$ cat src/core/ecfc_regs.svh
// constants for the event counter bank with filtering and cascading
`ifndef ECFC_REGS_SVH
`define ECFC_REGS_SVH

// ----------------------------------------
// sizes
// ----------------------------------------
`define ECFC_NUM_CNT     18
`define ECFC_CNT_W       40
`define ECFC_EVT_W       4
`define ECFC_IDX_W       5
`define ECFC_BLK_SIZE    4
`define ECFC_FOURTH_BASE 12
`define ECFC_EXT_REGS    6
`define ECFC_EXT_BIT_POS 11

// ----------------------------------------
// fourth block counters
// ----------------------------------------
`define ECFC_C12 5'h0_c
`define ECFC_C14 5'h0_e
`define ECFC_C15 5'h0_f
`define ECFC_C16 5'h1_0
`define ECFC_C17 5'h1_1

// ----------------------------------------
// reset values
// ----------------------------------------
`define ECFC_CNT_RST  40'h00_0000_0000
`define ECFC_FLAG_RST 1'b0

`endif

$ cat src/core/ecfc_pkg.sv
// types shared by the event counter bank
package ecfc_pkg;
    `include "ecfc_regs.svh"

    typedef logic [`ECFC_CNT_W-1:0] ecfc_cnt_t;
    typedef logic [`ECFC_EVT_W-1:0] ecfc_evt_t;
    typedef logic [`ECFC_IDX_W-1:0] ecfc_idx_t;

    typedef enum logic [1:0] {
        ECFC_IDLE  = 2'b00,
        ECFC_RUN   = 2'b01,
        ECFC_CHAIN = 2'b10
    } ecfc_run_e;
endpackage

$ cat src/core/ecfc_cnt_if.sv
// link between the bank controller and one counter
`timescale 1ns/1ps
`default_nettype none
interface ecfc_cnt_if;
    import ecfc_pkg::*;
    logic      active;
    logic      compare;
    logic      complement;
    logic      edge_en;
    ecfc_evt_t threshold;
    ecfc_evt_t evt;
    logic      load;
    ecfc_cnt_t load_data;
    ecfc_cnt_t count;
    logic      wrap;

    modport ctl (output active, compare, complement, edge_en, threshold, evt, load, load_data,
                 input count, wrap);
    modport cnt (input active, compare, complement, edge_en, threshold, evt, load, load_data,
                 output count, wrap);
endinterface
`default_nettype wire

$ cat src/core/ecfc_counter.sv
// one counter: threshold and edge filter, adder, wrap detect
`timescale 1ns/1ps
`default_nettype none
`include "ecfc_regs.svh"

module ecfc_counter (
    // clock and reset
    input wire logic clk,
    input wire logic rst,
    // controller link
    ecfc_cnt_if.cnt  lnk
);
    import ecfc_pkg::*;

    ecfc_cnt_t            count_r;
    logic                 hit_prev_r;
    logic                 hit;
    ecfc_evt_t            inc;
    logic [`ECFC_CNT_W:0] sum;

    // ----------------------------------------
    // filter
    // ----------------------------------------
    always_comb begin
        hit = lnk.complement ? (lnk.evt <= lnk.threshold)
                             : (lnk.evt > lnk.threshold);
        if (!lnk.compare) begin
            inc = lnk.evt;
        end else if (lnk.edge_en) begin
            inc = {3'b000, hit & ~hit_prev_r};
        end else begin
            inc = {3'b000, hit};
        end
    end

    always_ff @(posedge clk) begin
        if (rst) begin
            hit_prev_r <= 1'b0;
        end else begin
            hit_prev_r <= hit;
        end
    end

    // ----------------------------------------
    // count
    // ----------------------------------------
    assign sum      = {1'b0, count_r} + {{(`ECFC_CNT_W+1-`ECFC_EVT_W){1'b0}}, inc};
    assign lnk.wrap = lnk.active & ~lnk.load & sum[`ECFC_CNT_W];

    always_ff @(posedge clk) begin
        if (rst) begin
            count_r <= `ECFC_CNT_RST;
        end else if (lnk.load) begin
            count_r <= lnk.load_data;
        end else if (lnk.active) begin
            count_r <= sum[`ECFC_CNT_W-1:0];
        end
    end

    assign lnk.count = count_r;
endmodule
`default_nettype wire

$ cat src/core/ecfc_top.sv
// bank of eighteen event counters with cascade control
`timescale 1ns/1ps
`default_nettype none
`include "ecfc_regs.svh"

module ecfc_top (
    // clock and reset
    input  wire logic                                        clk,
    input  wire logic                                        rst,
    // event inputs, one 4-bit value per counter
    input  wire logic [`ECFC_NUM_CNT-1:0][`ECFC_EVT_W-1:0]   evt_in,
    // per-counter configuration
    input  wire logic [`ECFC_NUM_CNT-1:0]                    cfg_enable,
    input  wire logic [`ECFC_NUM_CNT-1:0]                    cfg_cascade,
    input  wire logic [`ECFC_NUM_CNT-1:0]                    cfg_compare,
    input  wire logic [`ECFC_NUM_CNT-1:0]                    cfg_complement,
    input  wire logic [`ECFC_NUM_CNT-1:0]                    cfg_edge,
    input  wire logic [`ECFC_NUM_CNT-1:0][`ECFC_EVT_W-1:0]   cfg_threshold,
    // fourth block extended chain bits, index is register number
    input  wire logic [`ECFC_EXT_REGS-1:0]                   ext_chain_bits,
    // count preset and flag clear
    input  wire logic [`ECFC_NUM_CNT-1:0]                    cnt_wr,
    input  wire ecfc_pkg::ecfc_cnt_t                         cnt_wr_data,
    input  wire logic [`ECFC_NUM_CNT-1:0]                    wrap_flag_clr,
    // status
    output logic      [`ECFC_NUM_CNT-1:0][`ECFC_CNT_W-1:0]   count_q,
    output logic      [`ECFC_NUM_CNT-1:0]                    sticky_wrap_flag,
    output logic      [`ECFC_NUM_CNT-1:0]                    counting
);
    import ecfc_pkg::*;

    // ----------------------------------------
    // topology functions
    // ----------------------------------------
    // ordinary cascade source: other pair, same block
    function automatic ecfc_idx_t casc_src(input int i);
        ecfc_idx_t r;
        r = 5'h1_f;
        case (i)
            0:       r = 5'h0_2;
            1:       r = 5'h0_3;
            2:       r = 5'h0_0;
            3:       r = 5'h0_1;
            4:       r = 5'h0_6;
            5:       r = 5'h0_7;
            6:       r = 5'h0_4;
            7:       r = 5'h0_5;
            8:       r = 5'h0_a;
            9:       r = 5'h0_b;
            10:      r = 5'h0_8;
            11:      r = 5'h0_9;
            12:      r = `ECFC_C14;
            13:      r = `ECFC_C15;
            14:      r = `ECFC_C12;
            15:      r = 5'h0_d;
            16:      r = `ECFC_C14;
            17:      r = `ECFC_C15;
            default: r = 5'h1_f;
        endcase
        return r;
    endfunction

    // extended cascade source, only for registers 0, 3, 4, 5
    function automatic ecfc_idx_t ext_src(input int i);
        ecfc_idx_t r;
        r = 5'h1_f;
        case (i)
            12:      r = `ECFC_C16;
            15:      r = `ECFC_C17;
            16:      r = `ECFC_C17;
            17:      r = `ECFC_C16;
            default: r = 5'h1_f;
        endcase
        return r;
    endfunction

    function automatic logic src_ok(input ecfc_idx_t s);
        return s < ecfc_idx_t'(`ECFC_NUM_CNT);
    endfunction

    // ----------------------------------------
    // shared state
    // ----------------------------------------
    logic [`ECFC_NUM_CNT-1:0] wrap;
    logic [`ECFC_NUM_CNT-1:0] flag_r;
    logic [`ECFC_NUM_CNT-1:0] flag_nxt;
    logic [`ECFC_NUM_CNT-1:0] flag_live;
    logic [`ECFC_NUM_CNT-1:0] ext_en;
    logic [`ECFC_NUM_CNT-1:0] start;
    logic [`ECFC_NUM_CNT-1:0] hold;
    logic [`ECFC_NUM_CNT-1:0] chained;
    logic [`ECFC_NUM_CNT-1:0] active;
    ecfc_run_e                st_r   [`ECFC_NUM_CNT];
    ecfc_run_e                st_nxt [`ECFC_NUM_CNT];

    // ----------------------------------------
    // extended chain enables
    // ----------------------------------------
    // extended bit per counter, reserved registers 1 and 2 ignored
    always_comb begin
        ext_en = '0;
        for (int i = `ECFC_FOURTH_BASE; i < `ECFC_NUM_CNT; i++) begin
            ext_en[i] = ext_chain_bits[i - `ECFC_FOURTH_BASE] & src_ok(ext_src(i));
        end
    end

    // ----------------------------------------
    // sticky wrap flags
    // ----------------------------------------
    // wrap in the clearing cycle wins over the clear
    always_comb begin
        flag_nxt = flag_r;
        for (int i = 0; i < `ECFC_NUM_CNT; i++) begin
            if (wrap[i]) begin
                flag_nxt[i] = 1'b1;
            end else if (wrap_flag_clr[i]) begin
                flag_nxt[i] = 1'b0;
            end else begin
                flag_nxt[i] = flag_r[i];
            end
        end
    end

    always_ff @(posedge clk) begin
        if (rst) begin
            flag_r <= {`ECFC_NUM_CNT{`ECFC_FLAG_RST}};
        end else begin
            flag_r <= flag_nxt;
        end
    end

    // a clear in progress drops the flag for chain holding this cycle
    assign flag_live        = flag_r & ~wrap_flag_clr;
    assign sticky_wrap_flag = flag_r;

    // ----------------------------------------
    // chain start and hold
    // ----------------------------------------
    // ordinary and extended sources may both arm one counter
    always_comb begin
        start = '0;
        hold  = '0;
        for (int i = 0; i < `ECFC_NUM_CNT; i++) begin
            if (src_ok(casc_src(i)) && cfg_cascade[i]) begin
                start[i] = wrap[casc_src(i)];
                hold[i]  = flag_live[casc_src(i)];
            end
            if (ext_en[i]) begin
                start[i] = start[i] | wrap[ext_src(i)];
                hold[i]  = hold[i] | flag_live[ext_src(i)];
            end
        end
    end

    // ----------------------------------------
    // run state per counter
    // ----------------------------------------
    always_comb begin
        for (int i = 0; i < `ECFC_NUM_CNT; i++) begin
            st_nxt[i] = st_r[i];
            case (st_r[i])
                ECFC_IDLE: begin
                    if (cfg_enable[i]) begin
                        st_nxt[i] = ECFC_RUN;
                    end else if (start[i]) begin
                        st_nxt[i] = ECFC_CHAIN;
                    end
                end
                ECFC_RUN: begin
                    if (!cfg_enable[i]) begin
                        st_nxt[i] = ECFC_IDLE;
                    end
                end
                ECFC_CHAIN: begin
                    if (cfg_enable[i]) begin
                        st_nxt[i] = ECFC_RUN;
                    end else if (!hold[i]) begin
                        st_nxt[i] = ECFC_IDLE;
                    end
                end
                default: begin
                    st_nxt[i] = ECFC_IDLE;
                end
            endcase
        end
    end

    always_ff @(posedge clk) begin
        for (int i = 0; i < `ECFC_NUM_CNT; i++) begin
            if (rst) begin
                st_r[i] <= ECFC_IDLE;
            end else begin
                st_r[i] <= st_nxt[i];
            end
        end
    end

    // ----------------------------------------
    // counting qualifier
    // ----------------------------------------
    // a chain counts only while its hold stands
    always_comb begin
        for (int i = 0; i < `ECFC_NUM_CNT; i++) begin
            chained[i] = (st_r[i] == ECFC_CHAIN) & hold[i];
        end
    end

    assign active   = cfg_enable | chained;
    assign counting = active;

    // ----------------------------------------
    // counters
    // ----------------------------------------
    for (genvar g = 0; g < `ECFC_NUM_CNT; g++) begin : g_cnt
        ecfc_cnt_if lnk ();

        assign lnk.active     = active[g];
        assign lnk.compare    = cfg_compare[g];
        assign lnk.complement = cfg_complement[g];
        assign lnk.edge_en    = cfg_edge[g];
        assign lnk.threshold  = cfg_threshold[g];
        assign lnk.evt        = evt_in[g];
        assign lnk.load       = cnt_wr[g];
        assign lnk.load_data  = cnt_wr_data;

        ecfc_counter u_cnt (
            .clk (clk),
            .rst (rst),
            .lnk (lnk.cnt)
        );

        assign wrap[g]    = lnk.wrap;
        assign count_q[g] = lnk.count;
    end
endmodule
`default_nettype wire

$ cat config.mk
export PLATFORM = sky130hd
export DESIGN_NAME = ecfc_top
export DESIGN_NICKNAME = d
export VERILOG_FILES = /design/src/core/ecfc_pkg.sv /design/src/core/ecfc_cnt_if.sv /design/src/core/ecfc_counter.sv /design/src/core/ecfc_top.sv
export VERILOG_INCLUDE_DIRS = /design/src /design/src/core
export SDC_FILE = /design/constraint.sdc
export NUM_CORES = 2
export LEC_CHECK = 0
export BUFFER_PORTS_ARGS = -buffer_cell sky130_fd_sc_hd__buf_2
export CORE_AREA = 2 2 420 422
export DETAILED_ROUTE_END_ITERATION = 7
export DIE_AREA = 0 0 422 424
export PLACE_DENSITY_LB_ADDON = 0.15
export SYNTH_ARGS = -nofsm -noshare
export SYNTH_HDL_FRONTEND = slang
export SYNTH_SLANG_ARGS = --single-unit
$ cat constraint.sdc
create_clock -name clk -period 4.9 [get_ports clk]
set_input_delay 0.245 -clock clk [delete_from_list [all_inputs] [get_ports clk]]
set_output_delay 0.245 -clock clk [all_outputs]
set_load 0.01 [all_outputs]
==> impl_metrics.csv <==
group,metric,value,unit
outcome,status,"finished, final reports clean",
synthesis,yosys_most_used_dff,"dfxtp_1",
synthesis,syn_nets,6229,
synthesis,postSynthCellCount,5749,
worst_setup_path,critical_path.cell_chain,"buf_2 > ha_1 > nor2b_1 > o21a_1 > o21a_1 > o21ai_0 > xnor2_1 > a31o_2 > ha_1 > fa_1 > a211oi_1 > a211oi_1 > nand3_1 > nor4_2 > buf_4 > a2bb2oi_1 > dlygate4sd3_1 > o21bai_1 > dlygate4sd3_1",
cts,postCtsSetupRepairBufs,0,
detailed_routing,wl_met3,15000,um
floorplan,die_h,424,um
worst_setup_path,cp-end-kind,"flip-flop",
floorplan,initial_core_util,26.8,%
sta,period_minus_slack,4.22,ns
sta,clock_skew,0.0421,ns
placed_design,place.gp.congestion,0.885,
worst_setup_path,max_stage_delay,0.56,ns
synthesis,synth_edf_count,0,
cts,root_buffer,"clkbuf_16",
floorplan,die_area,179000,um^2
sta,report.final.slew_viol_count,0,
worst_setup_path,critPathMaxFanout,10,
cts,ctsHoldBuffers,98,
synthesis,syn_area,46900,um^2
cts,clockBufferDepth,3,
detailed_routing,drtIter0Drc,4023,
placed_design,detailed_place_hpwl,170000,um
synthesis,synthMuxAreaShare,0.853,%
flow_run,maxCapViolCount,0,
global_routing,grtUsageTotal,26.2,%
synthesis,ys_warn_count,0,
pwr,cellPowerDensity,316,nW/um^2
finish,final_common_cell,"buf_2",
sta,max_slew_margin,18.1,%
global_routing,grt_overflow,0,
synthesis,ys_async_sr_fraction,0,%
cts,cts_resized,0,
global_routing,grt_pass1_vias,45519,
detailed_routing,met2_length,115000,um
hold_path,holdCritStartpoint,"cfg_cascade[17]",
sta,worstMarginPinSlew,1.22,ns
worst_setup_path,crit_family,"buffers and inverters",
cts,numClockSinks,792,
worst_setup_path,reg2reg_from,"g_cnt[13].u_cnt.lnk.count[7]",
detailed_routing,viasPerCell,5.26,
floorplan,rows,154,
finish,final_util,33.8,%
finish,area_growth,25.9,%
worst_setup_path,r2r_end,"st_r[15][1]",
worst_setup_path,reg2reg_depth,8,
worst_setup_path,slowest_stage,"dlygate4sd3_1",
sta,clock.fmax,237,MHz
detailed_routing,dr_total_vias,48379,
floorplan,die_x,422,um
cts,cts.htree.levels,3,
finish,final_cell_mix,"1070 x buf_2, 792 x dfxtp_1, 510 x a21oi_1",
worst_setup_path,rrSetupSlack,0.95,ns
floorplan,core-area,175000,um^2
sta,rsz0062_at_grt,"false",
synthesis,synth_seq_cells,792,
finish,post_route_cells_drive_above_1_share,21.6,%
global_routing,antenna_found_initial,30,
cts,path_clk_slew,0.06,ns
placed_design,numPortBuffers,1071,
sta,setup_viol,0,
worst_setup_path,critical_path_class,"input pin to flip-flop",
detailed_routing,firstDrtPassIters,6,
synthesis,synth-compound-area-share,21.5,%
synthesis,synth_top_family_by_area,"simple AND/OR/NAND/NOR gates",
detailed_routing,wl_met1,103000,um
finish,fin_cells,9190,
placed_design,placed_area,54700,um^2
synthesis,synth_xor_area_share,11.5,%
sta,hold_viol,0,
synthesis,synth_fa_ha_area_share,4.61,%
hold_path,min_path_cells,4,
detailed_routing,ant_nets,0,
global_routing,grt_max_degree,118,
sta,timing.final.crit_share,86.1,%
detailed_routing,routedWlPerCell,26.7,um
floorplan,io_pins,1074,
sta,fin_hold_ws,0.0872,ns
detailed_routing,drc,0,
synthesis,syn_area_per_cell,8.16,um^2
sta,worst_slack,0.680,ns
finish,fin_area,59100,um^2
finish,fillerInstances,18870,
synthesis,yosys.area_share.simple,22.5,%
finish,nNetsFinal,7243,
global_routing,grt_pass1_wl,344000,um
hold_path,min_path_type,"input pin to flip-flop",
pwr,ir_drop,0.000256,V
worst_setup_path,worstPathRequired,5.57,ns
placed_design,placed_cells,8900,
worst_setup_path,cp-start-kind,"input pin",
detailed_routing,wl,245000,um
worst_setup_path,crit_buf_inv,4,
synthesis,ys_seq_area_share,33.8,%
synthesis,yosysUniqueCellTypes,86,
placed_design,dpl_worst_slack,0.490,ns
cts,insertion_delay,0.73,ns
detailed_routing,dr.max_layer_used,"met4",
pwr,leakage,25.2,nW
worst_setup_path,cp.arrival,4.89,ns
cts,cts_tree,"yes",
cts,cts_buffers,103,
pwr,finalPower,18.7,mW
hold_path,min_delay_worst_endpoint,"st_r[17][1]",
sta,final.setup.tns,0,ns
-- flip-flops by register name (all words and copies together), names as in the netlist --
name / count
sticky_wrap_flag: 18
st_r: 36
g_cnt.u_cnt.lnk.count: 720
g_cnt.u_cnt.hit_prev_r: 18
-- per-layer routing --
layer | vias to the layer above | global-route usage (%)
met1 | 23593 | 33.1
met2 | 1724 | 43.5
met4 | 0 | 11.8
li1 | 22699 | -
met5 | - | 0
met3 | 363 | 4.29
-- cells in the mapped netlist (all sizes together) (144+ instances only) --
| cell type | number | area share (%) |
|---|---|---|
| a211oi | 286 | 4.6 |
| ha | 144 | 3.8 |
| nor3 | 220 | 2.4 |
| a21oi | 512 | 5.5 |
| nand3 | 228 | 2.4 |
| nor2 | 462 | 3.7 |
| nand2 | 336 | 2.7 |
| xnor2 | 363 | 6.8 |
| xor2 | 254 | 4.7 |
| dfxtp | 792 | 34 |
| nand4 | 186 | 2.5 |
| clkbuf | 317 | 2.6 |
| inv | 209 | 1.7 |
| a21o | 333 | 5.3 |
-- report_power, final --
group	switching, mW	internal, mW
logic	2.13	1.29
clock network	3.28	4.50
registers	0.586	6.89
-- worst reg2reg max path: stages, from the launching register on --
cell           delay (ns)
dfxtp_1              0.47
nand4_1              0.38
nor4_1               0.67
and4_1               0.41
nand4_1              0.46
a2bb2oi_1            0.28
dlygate4sd3_1        0.56
o21bai_1             0.13
dlygate4sd3_1        0.56
-- final cells by class --
class	count	area, um^2	area share, %
well taps	2340	2930	4.95
clock buffers	154	3050	5.16
clock inverters	31	330	0.559
flip-flops and latches	792	15900	26.8
inverters	238	893	1.51
diodes	7	17.5	0.0296
multi-input cells	4345	28700	48.6
repair buffers	1283	7290	12.3
-- cells by family (layout without fill, tap and decap cells) --
kind of cell,count (synthesis),in the layout
AOI/OAI and AO/OA,1513,1513
xor gates and xnor gates,617,617
adders and majority gates,162,162
buffers and inverters,612,1706
DFF,792,792
muxes,40,40
other,0,7
and+or+nand+nor,2013,2013
-- how the worst max path moves through the flow --
stage,start,endpoint,slack (ns),depth (start not counted)
finish,evt_in[69],st_r[15][1],0.68,19
global route,evt_in[69],st_r[15][1],0.45,19
CTS,evt_in[57],st_r[16][1],0.78,17
detailed placement,evt_in[57],st_r[16][1],0.49,16
global placement,evt_in[57],st_r[16][1],0.53,16
floorplan,cfg_threshold[69],g_cnt[17].u_cnt.lnk.count[18],1.32,18
(Power assumes the default switching activity.)
